File: config.mk
export PLATFORM = sky130hd
export DESIGN_NAME = security_partition_config
export DESIGN_NICKNAME = d
export VERILOG_FILES = /design/src/design/secure_partition_pkg.sv /design/src/design/insn_cache_mem.sv /design/src/design/go_permission.sv /design/src/design/security_partition_config.sv
export SDC_FILE = /design/constraint.sdc
export NUM_CORES = 1
export LEC_CHECK = 0
export BUFFER_PORTS_ARGS = -buffer_cell sky130_fd_sc_hd__buf_2
export CORE_MARGIN = 2
export CORE_UTILIZATION = 40
export DETAILED_ROUTE_END_ITERATION = 10
export GPL_TIMING_DRIVEN = 0
export HOLD_SLACK_MARGIN = 0.05
export PLACE_DENSITY = 0.73
export SETUP_SLACK_MARGIN = 0.05
export SYNTH_ARGS = -nofsm -noshare
export SYNTH_HDL_FRONTEND = slang
export SYNTH_SLANG_ARGS = --single-unit
File: constraint.sdc
create_clock -name REF_CLK_IN -period 4.78 [get_ports REF_CLK_IN]
set_input_delay 0.717 -clock REF_CLK_IN [delete_from_list [all_inputs] [get_ports REF_CLK_IN]]
set_output_delay 0.717 -clock REF_CLK_IN [all_outputs]
set_load 0.005 [all_outputs]
File: src/design/secure_partition_pkg.sv
package secure_partition_pkg;

    // Register byte addresses
    localparam logic [31:0] ETH_SEC_ADDR = 32'hF800_0450;
    localparam logic [31:0] SD_SEC_ADDR = 32'hF800_0454;
    localparam logic [31:0] USB_SEC_ADDR = 32'hF800_0458;
    localparam logic [31:0] LM_DIS_ADDR = 32'hF800_0484;
    localparam logic [31:0] HP_DIS_ADDR = 32'hF800_0488;
    localparam logic [31:0] GP_A_FILT_ADDR = 32'hF890_001C;
    localparam logic [31:0] GP_B_FILT_ADDR = 32'hF890_0020;
    localparam logic [31:0] APB_FORCE_ADDR = 32'hF890_0028;
    localparam logic [31:0] LAUNCH_STAT_ADDR = 32'hF890_0040;

    // Field positions
    localparam int PAIR_A_BIT = 0;
    localparam int PAIR_B_BIT = 1;
    localparam int HP_A_BIT = 0;
    localparam int HP_B_BIT = 1;
    localparam int HP_C_BIT = 2;
    localparam int HP_D_BIT = 3;
    localparam int TIMER_B_BIT = 4;
    localparam int MEMCTL_BIT = 5;
    localparam int FILT_BIT = 0;
    localparam int STAT_BOOT_NS_BIT = 0;
    localparam int STAT_BUSY_BIT = 1;
    localparam int STAT_LAUNCHED_BIT = 2;
    localparam int STAT_ABORT_BIT = 3;
    localparam int STAT_REJECT_BIT = 4;
    localparam int STAT_CHAN_NS_BIT = 5;
    localparam int STAT_CHAN_LSB = 8;

    localparam logic [31:0] INSN_BYTES = 32'h0000_0004;
    localparam logic [1:0] BOOT_SETTLE = 2'h2;

    typedef struct packed {
        logic mac_b_nonsecure;
        logic mac_a_nonsecure;
        logic sd_ctrl_b_nonsecure;
        logic sd_ctrl_a_nonsecure;
        logic usb_ctrl_b_nonsecure;
        logic usb_ctrl_a_nonsecure;
        logic logic_master_b_ns_only;
        logic logic_master_a_ns_only;
        logic hp_port_d_ns_only;
        logic hp_port_c_ns_only;
        logic hp_port_b_ns_only;
        logic hp_port_a_ns_only;
        logic memctl_cfg_ns;
        logic timer_b_cfg_ns;
        logic hp_d_cfg_ns;
        logic hp_c_cfg_ns;
        logic hp_b_cfg_ns;
        logic hp_a_cfg_ns;
    } sec_cfg_t;

    localparam sec_cfg_t CFG_RESET = '0;

    typedef struct packed {
        logic [7:0] chan;
        logic [31:0] addr;
        logic want_ns;
        logic via_secure_port;
        logic cpu_ns;
    } go_req_t;

    typedef enum logic [2:0] {
        ST_BOOT = 3'b001,
        ST_IDLE = 3'b010,
        ST_FETCH = 3'b100
    } launch_state_t;

endpackage : secure_partition_pkg

File: src/design/insn_cache_mem.sv
`timescale 1ns/1ns
module insn_cache_mem
    import secure_partition_pkg::*;
#(
    parameter int WIDTH = 32,
    parameter int DEPTH = 8
) (
    // Clock
    input wire logic clk_in,
    // Write side
    input wire logic wr_en_in,
    input wire logic [$clog2(DEPTH)-1:0] wr_idx_in,
    input wire logic [WIDTH-1:0] wr_data_in,
    // Read side
    input wire logic rd_en_in,
    input wire logic [$clog2(DEPTH)-1:0] rd_idx_in,
    output logic [WIDTH-1:0] rd_data_out
);

    logic [WIDTH-1:0] mem_q [DEPTH];

    if (DEPTH < 2 || WIDTH < 1) begin : g_chk
        $error("insn_cache_mem: DEPTH must be at least 2");
    end

    // No reset on the array; contents are only trusted after a fetch
    always_ff @(posedge clk_in) begin
        if (wr_en_in) begin
            mem_q[wr_idx_in] <= wr_data_in;
        end
        if (rd_en_in) begin
            rd_data_out <= mem_q[rd_idx_in];
        end
    end

endmodule : insn_cache_mem

File: src/design/go_permission.sv
`timescale 1ns/1ns
module go_permission
    import secure_partition_pkg::*;
(
    // Launch context
    input wire logic dma_ns_in,
    input wire logic via_secure_port_in,
    input wire logic cpu_ns_in,
    input wire logic want_ns_in,
    // Decision
    output logic allow_out,
    output logic chan_ns_out
);

    always_comb begin
        allow_out = 1'b1;
        if (cpu_ns_in && via_secure_port_in) begin
            allow_out = 1'b0;
        end
        if (!dma_ns_in && !via_secure_port_in) begin
            allow_out = 1'b0;
        end
        if (dma_ns_in && !want_ns_in) begin
            allow_out = 1'b0;
        end
        // Non-secure controller only ever runs non-secure channels
        chan_ns_out = dma_ns_in | want_ns_in;
    end

endmodule : go_permission

File: src/design/security_partition_config.sv
// Added by the designer: the APB interface to the registers.
`timescale 1ns/1ns
module security_partition_config
    import secure_partition_pkg::*;
#(
    parameter int NUM_CHANNELS = 8,
    parameter int FETCH_WORDS = 8
) (
    // Clock and reset
    input wire logic REF_CLK_IN,
    input wire logic RST_IN,
    // APB slave
    input wire logic PSEL_IN,
    input wire logic PENABLE_IN,
    input wire logic PWRITE_IN,
    input wire logic [31:0] PADDR_IN,
    input wire logic [31:0] PWDATA_IN,
    output logic PREADY_OUT,
    output logic [31:0] PRDATA_OUT,
    output logic PSLVERR_OUT,
    // Security sideband
    output sec_cfg_t SEC_CFG_OUT,
    // Master port attribute forcing
    input wire logic [1:0] LM_REQ_NS_IN,
    output logic [1:0] LM_REQ_NS_OUT,
    input wire logic [3:0] HP_REQ_NS_IN,
    output logic [3:0] HP_REQ_NS_OUT,
    // General-purpose filter settings (asynchronous) and request gating
    input wire logic GP_A_NS_PASS_IN,
    input wire logic GP_B_NS_PASS_IN,
    input wire logic [1:0] GP_REQ_VALID_IN,
    input wire logic [1:0] GP_REQ_NS_IN,
    output logic [1:0] GP_REQ_PASS_OUT,
    // DMA boot security strap (asynchronous)
    input wire logic DMA_BOOT_NS_IN,
    // Channel launch
    input wire logic GO_VALID_IN,
    input go_req_t GO_REQ_IN,
    output logic GO_READY_OUT,
    output logic LAUNCH_OK_OUT,
    output logic LAUNCH_FAIL_OUT,
    // Instruction fetch
    output logic FETCH_REQ_OUT,
    output logic [31:0] FETCH_ADDR_OUT,
    output logic FETCH_NS_OUT,
    input wire logic FETCH_ACK_IN,
    input wire logic FETCH_ABORT_IN,
    input wire logic [31:0] FETCH_DATA_IN,
    // Instruction cache read
    input wire logic CACHE_RD_EN_IN,
    input wire logic [$clog2(FETCH_WORDS)-1:0] CACHE_RD_IDX_IN,
    output logic [31:0] CACHE_RD_DATA_OUT
);

    localparam int CH_W = $clog2(NUM_CHANNELS);
    localparam int IDX_W = $clog2(FETCH_WORDS);
    localparam logic [IDX_W-1:0] LAST_IDX = IDX_W'(FETCH_WORDS - 1);
    localparam logic [7:0] CHAN_LIMIT = 8'(NUM_CHANNELS - 1);

    if (NUM_CHANNELS < 2 || NUM_CHANNELS > 256 || FETCH_WORDS < 2) begin : g_chk
        $error("security_partition_config: unsupported channel or fetch depth");
    end

    typedef struct packed {
        sec_cfg_t cfg;
        logic [1:0] gp_sync1;
        logic [1:0] gp_sync2;
        logic boot_sync1;
        logic boot_sync2;
        logic dma_ns;
        logic [1:0] settle;
        launch_state_t st;
        logic [CH_W-1:0] chan;
        logic chan_ns;
        logic [31:0] fetch_addr;
        logic [IDX_W-1:0] widx;
        logic launched;
        logic abort_flag;
        logic reject_flag;
        logic ok_pulse;
        logic fail_pulse;
        logic [31:0] prdata;
        logic pslverr;
    } state_t;

    state_t q;
    state_t d;
    logic go_allow;
    logic go_chan_ns;
    logic cache_we;
    logic setup;
    logic wr_access;

    go_permission u_go_permission (
        .dma_ns_in(q.dma_ns),
        .via_secure_port_in(GO_REQ_IN.via_secure_port),
        .cpu_ns_in(GO_REQ_IN.cpu_ns),
        .want_ns_in(GO_REQ_IN.want_ns),
        .allow_out(go_allow),
        .chan_ns_out(go_chan_ns)
    );

    insn_cache_mem #(
        .WIDTH(32),
        .DEPTH(FETCH_WORDS)
    ) u_insn_cache_mem (
        .clk_in(REF_CLK_IN),
        .wr_en_in(cache_we),
        .wr_idx_in(q.widx),
        .wr_data_in(FETCH_DATA_IN),
        .rd_en_in(CACHE_RD_EN_IN),
        .rd_idx_in(CACHE_RD_IDX_IN),
        .rd_data_out(CACHE_RD_DATA_OUT)
    );

    assign setup = PSEL_IN & ~PENABLE_IN;
    assign wr_access = PSEL_IN & PENABLE_IN & PWRITE_IN;

    always_comb begin
        d = q;
        cache_we = 1'b0;
        d.ok_pulse = 1'b0;
        d.fail_pulse = 1'b0;
        d.gp_sync1 = {GP_B_NS_PASS_IN, GP_A_NS_PASS_IN};
        d.gp_sync2 = q.gp_sync1;
        d.boot_sync1 = DMA_BOOT_NS_IN;
        d.boot_sync2 = q.boot_sync1;

        // Read data captured in setup so access phase can finish at once
        if (setup) begin
            d.prdata = '0;
            d.pslverr = 1'b0;
            case (PADDR_IN)
                ETH_SEC_ADDR: begin
                    d.prdata[PAIR_B_BIT] = q.cfg.mac_b_nonsecure;
                    d.prdata[PAIR_A_BIT] = q.cfg.mac_a_nonsecure;
                end
                SD_SEC_ADDR: begin
                    d.prdata[PAIR_B_BIT] = q.cfg.sd_ctrl_b_nonsecure;
                    d.prdata[PAIR_A_BIT] = q.cfg.sd_ctrl_a_nonsecure;
                end
                USB_SEC_ADDR: begin
                    d.prdata[PAIR_B_BIT] = q.cfg.usb_ctrl_b_nonsecure;
                    d.prdata[PAIR_A_BIT] = q.cfg.usb_ctrl_a_nonsecure;
                end
                LM_DIS_ADDR: begin
                    d.prdata[PAIR_B_BIT] = q.cfg.logic_master_b_ns_only;
                    d.prdata[PAIR_A_BIT] = q.cfg.logic_master_a_ns_only;
                end
                HP_DIS_ADDR: begin
                    d.prdata[HP_D_BIT] = q.cfg.hp_port_d_ns_only;
                    d.prdata[HP_C_BIT] = q.cfg.hp_port_c_ns_only;
                    d.prdata[HP_B_BIT] = q.cfg.hp_port_b_ns_only;
                    d.prdata[HP_A_BIT] = q.cfg.hp_port_a_ns_only;
                end
                GP_A_FILT_ADDR: begin
                    d.prdata[FILT_BIT] = q.gp_sync2[0];
                end
                GP_B_FILT_ADDR: begin
                    d.prdata[FILT_BIT] = q.gp_sync2[1];
                end
                APB_FORCE_ADDR: begin
                    d.prdata[MEMCTL_BIT] = q.cfg.memctl_cfg_ns;
                    d.prdata[TIMER_B_BIT] = q.cfg.timer_b_cfg_ns;
                    d.prdata[HP_D_BIT] = q.cfg.hp_d_cfg_ns;
                    d.prdata[HP_C_BIT] = q.cfg.hp_c_cfg_ns;
                    d.prdata[HP_B_BIT] = q.cfg.hp_b_cfg_ns;
                    d.prdata[HP_A_BIT] = q.cfg.hp_a_cfg_ns;
                end
                LAUNCH_STAT_ADDR: begin
                    d.prdata[STAT_BOOT_NS_BIT] = q.dma_ns;
                    d.prdata[STAT_BUSY_BIT] = (q.st != ST_IDLE);
                    d.prdata[STAT_LAUNCHED_BIT] = q.launched;
                    d.prdata[STAT_ABORT_BIT] = q.abort_flag;
                    d.prdata[STAT_REJECT_BIT] = q.reject_flag;
                    d.prdata[STAT_CHAN_NS_BIT] = q.chan_ns;
                    d.prdata[STAT_CHAN_LSB +: CH_W] = q.chan;
                end
                default: begin
                    d.pslverr = 1'b1;
                end
            endcase
        end

        // Reserved bits are dropped on write and read back as zero
        if (wr_access) begin
            case (PADDR_IN)
                ETH_SEC_ADDR: begin
                    d.cfg.mac_b_nonsecure = PWDATA_IN[PAIR_B_BIT];
                    d.cfg.mac_a_nonsecure = PWDATA_IN[PAIR_A_BIT];
                end
                SD_SEC_ADDR: begin
                    d.cfg.sd_ctrl_b_nonsecure = PWDATA_IN[PAIR_B_BIT];
                    d.cfg.sd_ctrl_a_nonsecure = PWDATA_IN[PAIR_A_BIT];
                end
                USB_SEC_ADDR: begin
                    d.cfg.usb_ctrl_b_nonsecure = PWDATA_IN[PAIR_B_BIT];
                    d.cfg.usb_ctrl_a_nonsecure = PWDATA_IN[PAIR_A_BIT];
                end
                LM_DIS_ADDR: begin
                    d.cfg.logic_master_b_ns_only = PWDATA_IN[PAIR_B_BIT];
                    d.cfg.logic_master_a_ns_only = PWDATA_IN[PAIR_A_BIT];
                end
                HP_DIS_ADDR: begin
                    d.cfg.hp_port_d_ns_only = PWDATA_IN[HP_D_BIT];
                    d.cfg.hp_port_c_ns_only = PWDATA_IN[HP_C_BIT];
                    d.cfg.hp_port_b_ns_only = PWDATA_IN[HP_B_BIT];
                    d.cfg.hp_port_a_ns_only = PWDATA_IN[HP_A_BIT];
                end
                APB_FORCE_ADDR: begin
                    d.cfg.memctl_cfg_ns = PWDATA_IN[MEMCTL_BIT];
                    d.cfg.timer_b_cfg_ns = PWDATA_IN[TIMER_B_BIT];
                    d.cfg.hp_d_cfg_ns = PWDATA_IN[HP_D_BIT];
                    d.cfg.hp_c_cfg_ns = PWDATA_IN[HP_C_BIT];
                    d.cfg.hp_b_cfg_ns = PWDATA_IN[HP_B_BIT];
                    d.cfg.hp_a_cfg_ns = PWDATA_IN[HP_A_BIT];
                end
                // Write one clears; the FSM below runs later so a set wins
                LAUNCH_STAT_ADDR: begin
                    if (PWDATA_IN[STAT_ABORT_BIT]) begin
                        d.abort_flag = 1'b0;
                    end
                    if (PWDATA_IN[STAT_REJECT_BIT]) begin
                        d.reject_flag = 1'b0;
                    end
                end
                default: begin
                end
            endcase
        end

        case (q.st)
            // security state sampled once synchroniser has settled
            ST_BOOT: begin
                d.settle = q.settle + 2'h1;
                if (q.settle == BOOT_SETTLE) begin
                    d.dma_ns = q.boot_sync2;
                    d.st = ST_IDLE;
                end
            end
            ST_IDLE: begin
                if (GO_VALID_IN) begin
                    if (go_allow && GO_REQ_IN.chan <= CHAN_LIMIT) begin
                        d.chan = CH_W'(GO_REQ_IN.chan);
                        d.chan_ns = go_chan_ns;
                        d.fetch_addr = GO_REQ_IN.addr;
                        d.widx = '0;
                        d.launched = 1'b0;
                        d.st = ST_FETCH;
                    end else begin
                        d.reject_flag = 1'b1;
                        d.fail_pulse = 1'b1;
                    end
                end
            end
            ST_FETCH: begin
                if (FETCH_ABORT_IN) begin
                    d.abort_flag = 1'b1;
                    d.fail_pulse = 1'b1;
                    d.st = ST_IDLE;
                end else if (FETCH_ACK_IN) begin
                    cache_we = 1'b1;
                    d.fetch_addr = q.fetch_addr + INSN_BYTES;
                    d.widx = q.widx + 1'b1;
                    if (q.widx == LAST_IDX) begin
                        d.launched = 1'b1;
                        d.ok_pulse = 1'b1;
                        d.st = ST_IDLE;
                    end
                end
            end
            default: begin
                d.st = ST_IDLE;
            end
        endcase
    end

    always_ff @(posedge REF_CLK_IN) begin
        if (RST_IN) begin
            q <= '0;
            q.cfg <= CFG_RESET;
            q.st <= ST_BOOT;
        end else begin
            q <= d;
        end
    end

    assign PREADY_OUT = 1'b1;
    assign PRDATA_OUT = q.prdata;
    assign PSLVERR_OUT = q.pslverr & PSEL_IN & PENABLE_IN;
    assign SEC_CFG_OUT = q.cfg;
    assign LM_REQ_NS_OUT = LM_REQ_NS_IN
        | {q.cfg.logic_master_b_ns_only, q.cfg.logic_master_a_ns_only};
    assign HP_REQ_NS_OUT = HP_REQ_NS_IN
        | {q.cfg.hp_port_d_ns_only, q.cfg.hp_port_c_ns_only,
           q.cfg.hp_port_b_ns_only, q.cfg.hp_port_a_ns_only};
    assign GP_REQ_PASS_OUT = GP_REQ_VALID_IN & (~GP_REQ_NS_IN | q.gp_sync2);
    assign GO_READY_OUT = (q.st == ST_IDLE);
    assign LAUNCH_OK_OUT = q.ok_pulse;
    assign LAUNCH_FAIL_OUT = q.fail_pulse;
    assign FETCH_REQ_OUT = (q.st == ST_FETCH);
    assign FETCH_ADDR_OUT = q.fetch_addr;
    assign FETCH_NS_OUT = q.chan_ns;

endmodule : security_partition_config

[After elaboration in Yosys (flattened, before gate mapping)]
Memories as Yosys holds them, arrays and structs flattened. A register that Yosys moved wholly into a read port is not among the register bits.
Cells that the tools add are included.
Storage, ports and cells
  register bits: 84
  RAM bits: 256
  input bits: 164
  logic and storage cells: 138
  memories: 1
Cells by class
  add/sub/neg operators: 3
  magnitude comparators: 1
  eq/ne operators: 23
  multiplexer cells: 39
  bitwise logic cells: 14
  reduce and logical (&&, ||, !) cells: 21
Memories
  u_insn_cache_mem.mem_q: words 8, width 32, rd ports 1, clocked after Yosys merged registers in 1, wr ports 1, line insn_cache_mem.sv:20  | logic [WIDTH-1:0] mem_q [DEPTH];
Operator list (number)
  $eq 32x32->1 const B: 9
  $mux 43: 2
  $mux 36: 2
  $pmux 36 s2: 1
  $add 32x3->32 const B: 1
  $mux 1: 21
  $mux 3: 5
  $reduce_and 2->1: 7
  $reduce_and 5->1: 2
  $pmux 1 s9: 1
  $pmux 3 s3: 1
  $reduce_or 9->1: 1
  $le 8x3->1 const B: 1
  $pmux 1 s7: 1
  $eq 3x3->1 const B: 2
  $ne 2x1->1 const B: 3
  $ne 2x2->1 const B: 3
  $ne 3x1->1 const B: 2
  $pmux 2 s3: 1
  $reduce_and 6->1: 1
  $and 1x1->1: 5
  $logic_and 1x1->1: 4
  $mux 2: 2
  $or 2x2->2: 2
  other kinds (17): 21

[Longest topological paths before layout]
  depth in word-level cells: 8
  gate-level depth with buffers: 8
  depth with buffers taken out: 7

[By module]
Synthesis repeated with hierarchy kept, for this count alone.
Second synthesis, totals
  cell total of the unflattened synthesis: 1059
  area total of the unflattened synthesis: 15857.7 um2
By module, submodules not included
  insn_cache_mem: instances 1, cells each 415, area each 10786.6 um2, sequential area each 8648.3 um2
  security_partition_config: instances 1, cells each 641, area each 5049.8 um2, sequential area each 1681.6 um2
  go_permission: instances 1, cells each 3, area each 21.3 um2, sequential area each 0.0 um2

[Least setup slack after synthesis]
Ideal clock, no wire load.
  path type: input to register
  from: input FETCH_ABORT_IN
  to: memory u_insn_cache_mem.mem_q[2][0] (enable)
  arrival: 4635 ps
  data required time: 4267 ps
  setup slack: -367 ps
  stages on the path: 3
  path buffers: 0
  path through: nor4b_2 nand2_1 nor4b_1
Between the ends
  longest elaborated chain between the ends: 4
Ends and longest elaborated chain
  start, declared: line security_partition_config.sv:47  | input wire logic FETCH_ABORT_IN,
  $mux 1: line security_partition_config.sv:257  | if (FETCH_ABORT_IN) begin
  $mux 1: line security_partition_config.sv:232  | case (q.st)
  $mux 1: line insn_cache_mem.sv:28  | if (wr_en_in) begin
  $mux 1 (not written as such): line insn_cache_mem.sv:29  | mem_q[wr_idx_in] <= wr_data_in;
  end, declared: line insn_cache_mem.sv:20
No other way between the ends.

[Final worst setup path]
  from: register q[77] in the netlist's numbering
  to: memory u_insn_cache_mem.mem_q[4][8] (enable)
Between the ends
  longest elaborated chain between the ends: 4
Ends and longest elaborated chain
  start, declared: line security_partition_config.sv:86  | state_t q;
  $eq 3x3->1: line security_partition_config.sv:232
  $mux 1: line security_partition_config.sv:232
  $mux 1: line insn_cache_mem.sv:28
  $mux 1 (not written as such): line insn_cache_mem.sv:29
No other way between the ends.

==> results.cfg <==
[sta]
drv_slew = 0
finalWorstSetupSlack_ns = 1.410
setup_viol = 0
fmax_mhz = 296.8
fin_skew_ns = 0.02648
fin_crit_sh_pct = 70.50
tightest_slew_ns = 0.9710
finalHoldViolCount = 0
period_needed_ns = 3.370
rsz0062_at_grt = no
relSlewSlack_pct = 35.26

[grt]
grt_pass1_vias = 10220
antenna_found_initial = 3
grt.overflow.total = 0
grt_max_degree = 33
grt_pass1_wl_um = 58870
grt_use_total_pct = 18.74

[clock_network]
clockBufferDepth = 3
numCtsBuffers = 39
cts_tree = done
clk_pin_slew_worst_paths_ns = 0.06
cts_resized = 0
cts_hold_buf = 0
cts_root_buf = clkbuf_16
clock_sinks = 372
cts_setup_buffers = 0
clock_latency_ns = 0.54
cts_htree_levels = 2

[floorplan]
num_rows = 72
core_area_sq_mm = 0.03865
initial_core_util_pct = 40.59
die_x_um = 202.0
die_height_um = 202.0
ios = 293
die_area_sq_mm = 0.04082

[final_layout]
fin_util_pct = 49.66
register_area_sq_mm = 0.01033
area_delta_synth_final_pct = 22.34
finish.net_count = 1539
layout-drive-gt1-share_pct = 39.86
nFillCells = 3240
final_cells = 1920
multi_input_area_sq_mm = 0.004631

[yosys]
synth_top_area_share_pct = 55.13
synthArstFlopShare_pct = 0
synth.distinct_cells = 70
yosysSeqAreaShare_pct = 65.85
netlist_area_sq_mm = 0.01569
ys.flop_type = edfxtp_1
syn_area_per_cell_sq_um = 14.97
synth_top_area_cell = edfxtp_1
synthCells = 1048
synthTopCellsByArea = edfxtp_1 55%, dfxtp_1 11%, mux4_2 9.2%, buf_4 4.0%, mux2_2 2.6%
ys_seq_elements = 372
synth_edf_count = 288
yosysWarningCount = 0

[setup_path]
cp_num_cells = 8
crit_top_cell = buf_4
crit_fanout = 10
required_ns = 5.01
cp_num_buf_inv = 4
crit_arrival_ns = 3.60
cp_top_family = simple AND/OR/NAND/NOR gates
reg2regPathDepth = 8
crit_chain = nor4b_2 > and2_0 > clkbuf_1 > buf_2 > nand2_1 > nor3_2 > buf_4 > buf_4
crit_type = reg2reg
worst_path_max_delay_cell = nor3_2
r2r_setup_slack_ns = 1.41
cpPeakStageDelay_ns = 0.72
start_kind = register
end_kind = register

[pwr]
power_density_mw_per_mm2 = 356.8
p_leak_nw = 7.161
vdd_drop_max_uv = 228.5

[detailed_routing]
antenna_left = 0
vias_per_cell = 5.284
drtPass1Iterations = 5
wirelength_um = 38800
drc_errors = 0
wl_per_cell_um = 20.21
dr.first_iter.drc_count = 789
num_vias = 10150

[worst_hold_path]
hold_path_depth = 2
worstHoldPathType = in2reg

[run_status]
run_status = complete, no violations

[placement]
io_buffers = 237
dp_slack_ns = 0.9026
hpwl_um = 26500
place_congestion = 0.8918
dp.cells = 1848

[run]
drv_cap = 0
==> metal layers <==
| metal | global-route usage, % | vias to the layer above | routed length, um |
|---|---|---|---|
| met5 | 0 | - | 13 |
| met4 | 5.593 | 2 | 972 |
| met3 | 3.257 | 70 | 2983 |
| met2 | 32.41 | 510 | 19500 |
| met1 | 24.17 | 4982 | 15330 |
| li1 | - | 4581 | - |
==> path summary, 6_finish.rpt <==
kind / start / to
setup / recovery: q[77] / u_insn_cache_mem.mem_q[4][8]
hold / removal: GP_B_NS_PASS_IN / d[86]
setup reg to reg: q[77] / u_insn_cache_mem.mem_q[4][8]
hold reg to reg: d[86] / q[86]
==> flip-flops by register name, indices dropped and copies added, names as in the netlist <==
register                      flops
LAUNCH_OK_OUT                     1
LAUNCH_FAIL_OUT                   1
FETCH_NS_OUT                      1
u_insn_cache_mem.rd_data_out     32
u_insn_cache_mem.mem_q          256
SEC_CFG_OUT                      18
PRDATA_OUT                        9
d                                 3
FETCH_ADDR_OUT                   32
q                                19
==> cells in the final DEF (no fill, tap or decap), drive strengths merged, types with 5 or more instances in the layout <==
| cell | Yosys | final |
|---|---|---|
| mux2i | 24 | 24 |
| edfxtp | 288 | 288 |
| a211oi | 7 | 7 |
| nor2 | 60 | 60 |
| mux4 | 64 | 64 |
| nor3b | 5 | 5 |
| o21ai | 26 | 26 |
| nor3 | 25 | 25 |
| conb | 2 | 24 |
| nor2b | 9 | 9 |
| a22oi | 5 | 5 |
| nand3 | 31 | 31 |
| clkbuf | 30 | 77 |
| a31oi | 8 | 8 |
| nand2 | 74 | 74 |
| dfxtp | 84 | 84 |
| nor4b | 7 | 7 |
| a21o | 6 | 6 |
| and3 | 8 | 8 |
| nor4 | 12 | 12 |
| a32o | 8 | 8 |
| a21oi | 47 | 47 |
| inv | 12 | 14 |
| mux2 | 36 | 36 |
| clkinv | 0 | 16 |
| and4 | 6 | 6 |
| nand4 | 7 | 7 |
| or2 | 8 | 8 |
| buf | 100 | 360 |
==> cell type report <==
type | instances | share of cell area [%]
Sequential cell | 372 | 53.82
Multi-Input combinational cell | 556 | 24.13
Timing Repair Buffer | 260 | 7.641
Clock buffer | 47 | 5.313
Buffer | 130 | 4.290
Tap cell | 518 | 3.377
Clock inverter | 23 | 1.167
Inverter | 12 | 0.2347
Antenna cell | 2 | 0.02608
==> stage by stage <==
step                area, sq um  setup TNS [ns]  power (mW)  hold slack [ns]
detailed placement        17940               0       3.990           0.4301
finish                    19190               0       6.848           0.3859
CTS                       19190               0       6.907           0.3640
global route              19190               0       7.066           0.3831
floorplan                 15780               0       3.814           0.4138
global placement          17620         -351.07       3.981           0.4208
==> cell usage after synthesis (all sizes together) (9+ instances only) <==
library cell  instances
buf                 100
dfxtp                84
mux2i                24
a21oi                47
nand3                31
inv                  12
nor2b                 9
mux4                 64
nor3                 25
nand2                74
mux2                 36
edfxtp              288
nor4                 12
clkbuf               30
nor2                 60
o21ai                26
==> logic make-up (layout without fill, tap and decap cells) <==
family	count (synthesis)	after routing	share of synthesized area (%)
DFF	372	372	65.85
buffers and inverters	142	472	5.535
muxes	124	124	13.30
and+or+nand+nor	269	269	9.340
AOI/OAI and AO/OA	131	131	5.384
adders and majority gates	4	4	0.3190
xor gates and xnor gates	4	4	0.2234
other	2	26	0.04787
==> where the power goes <==
part           total, mW  switching, mW  leakage [nW]  internal, mW
combinational      0.376          0.198          3.26         0.178
sequential          3.55         0.0232          3.29          3.52
clock               2.93           1.27         0.609          1.66
(Power assumes the default switching activity.)
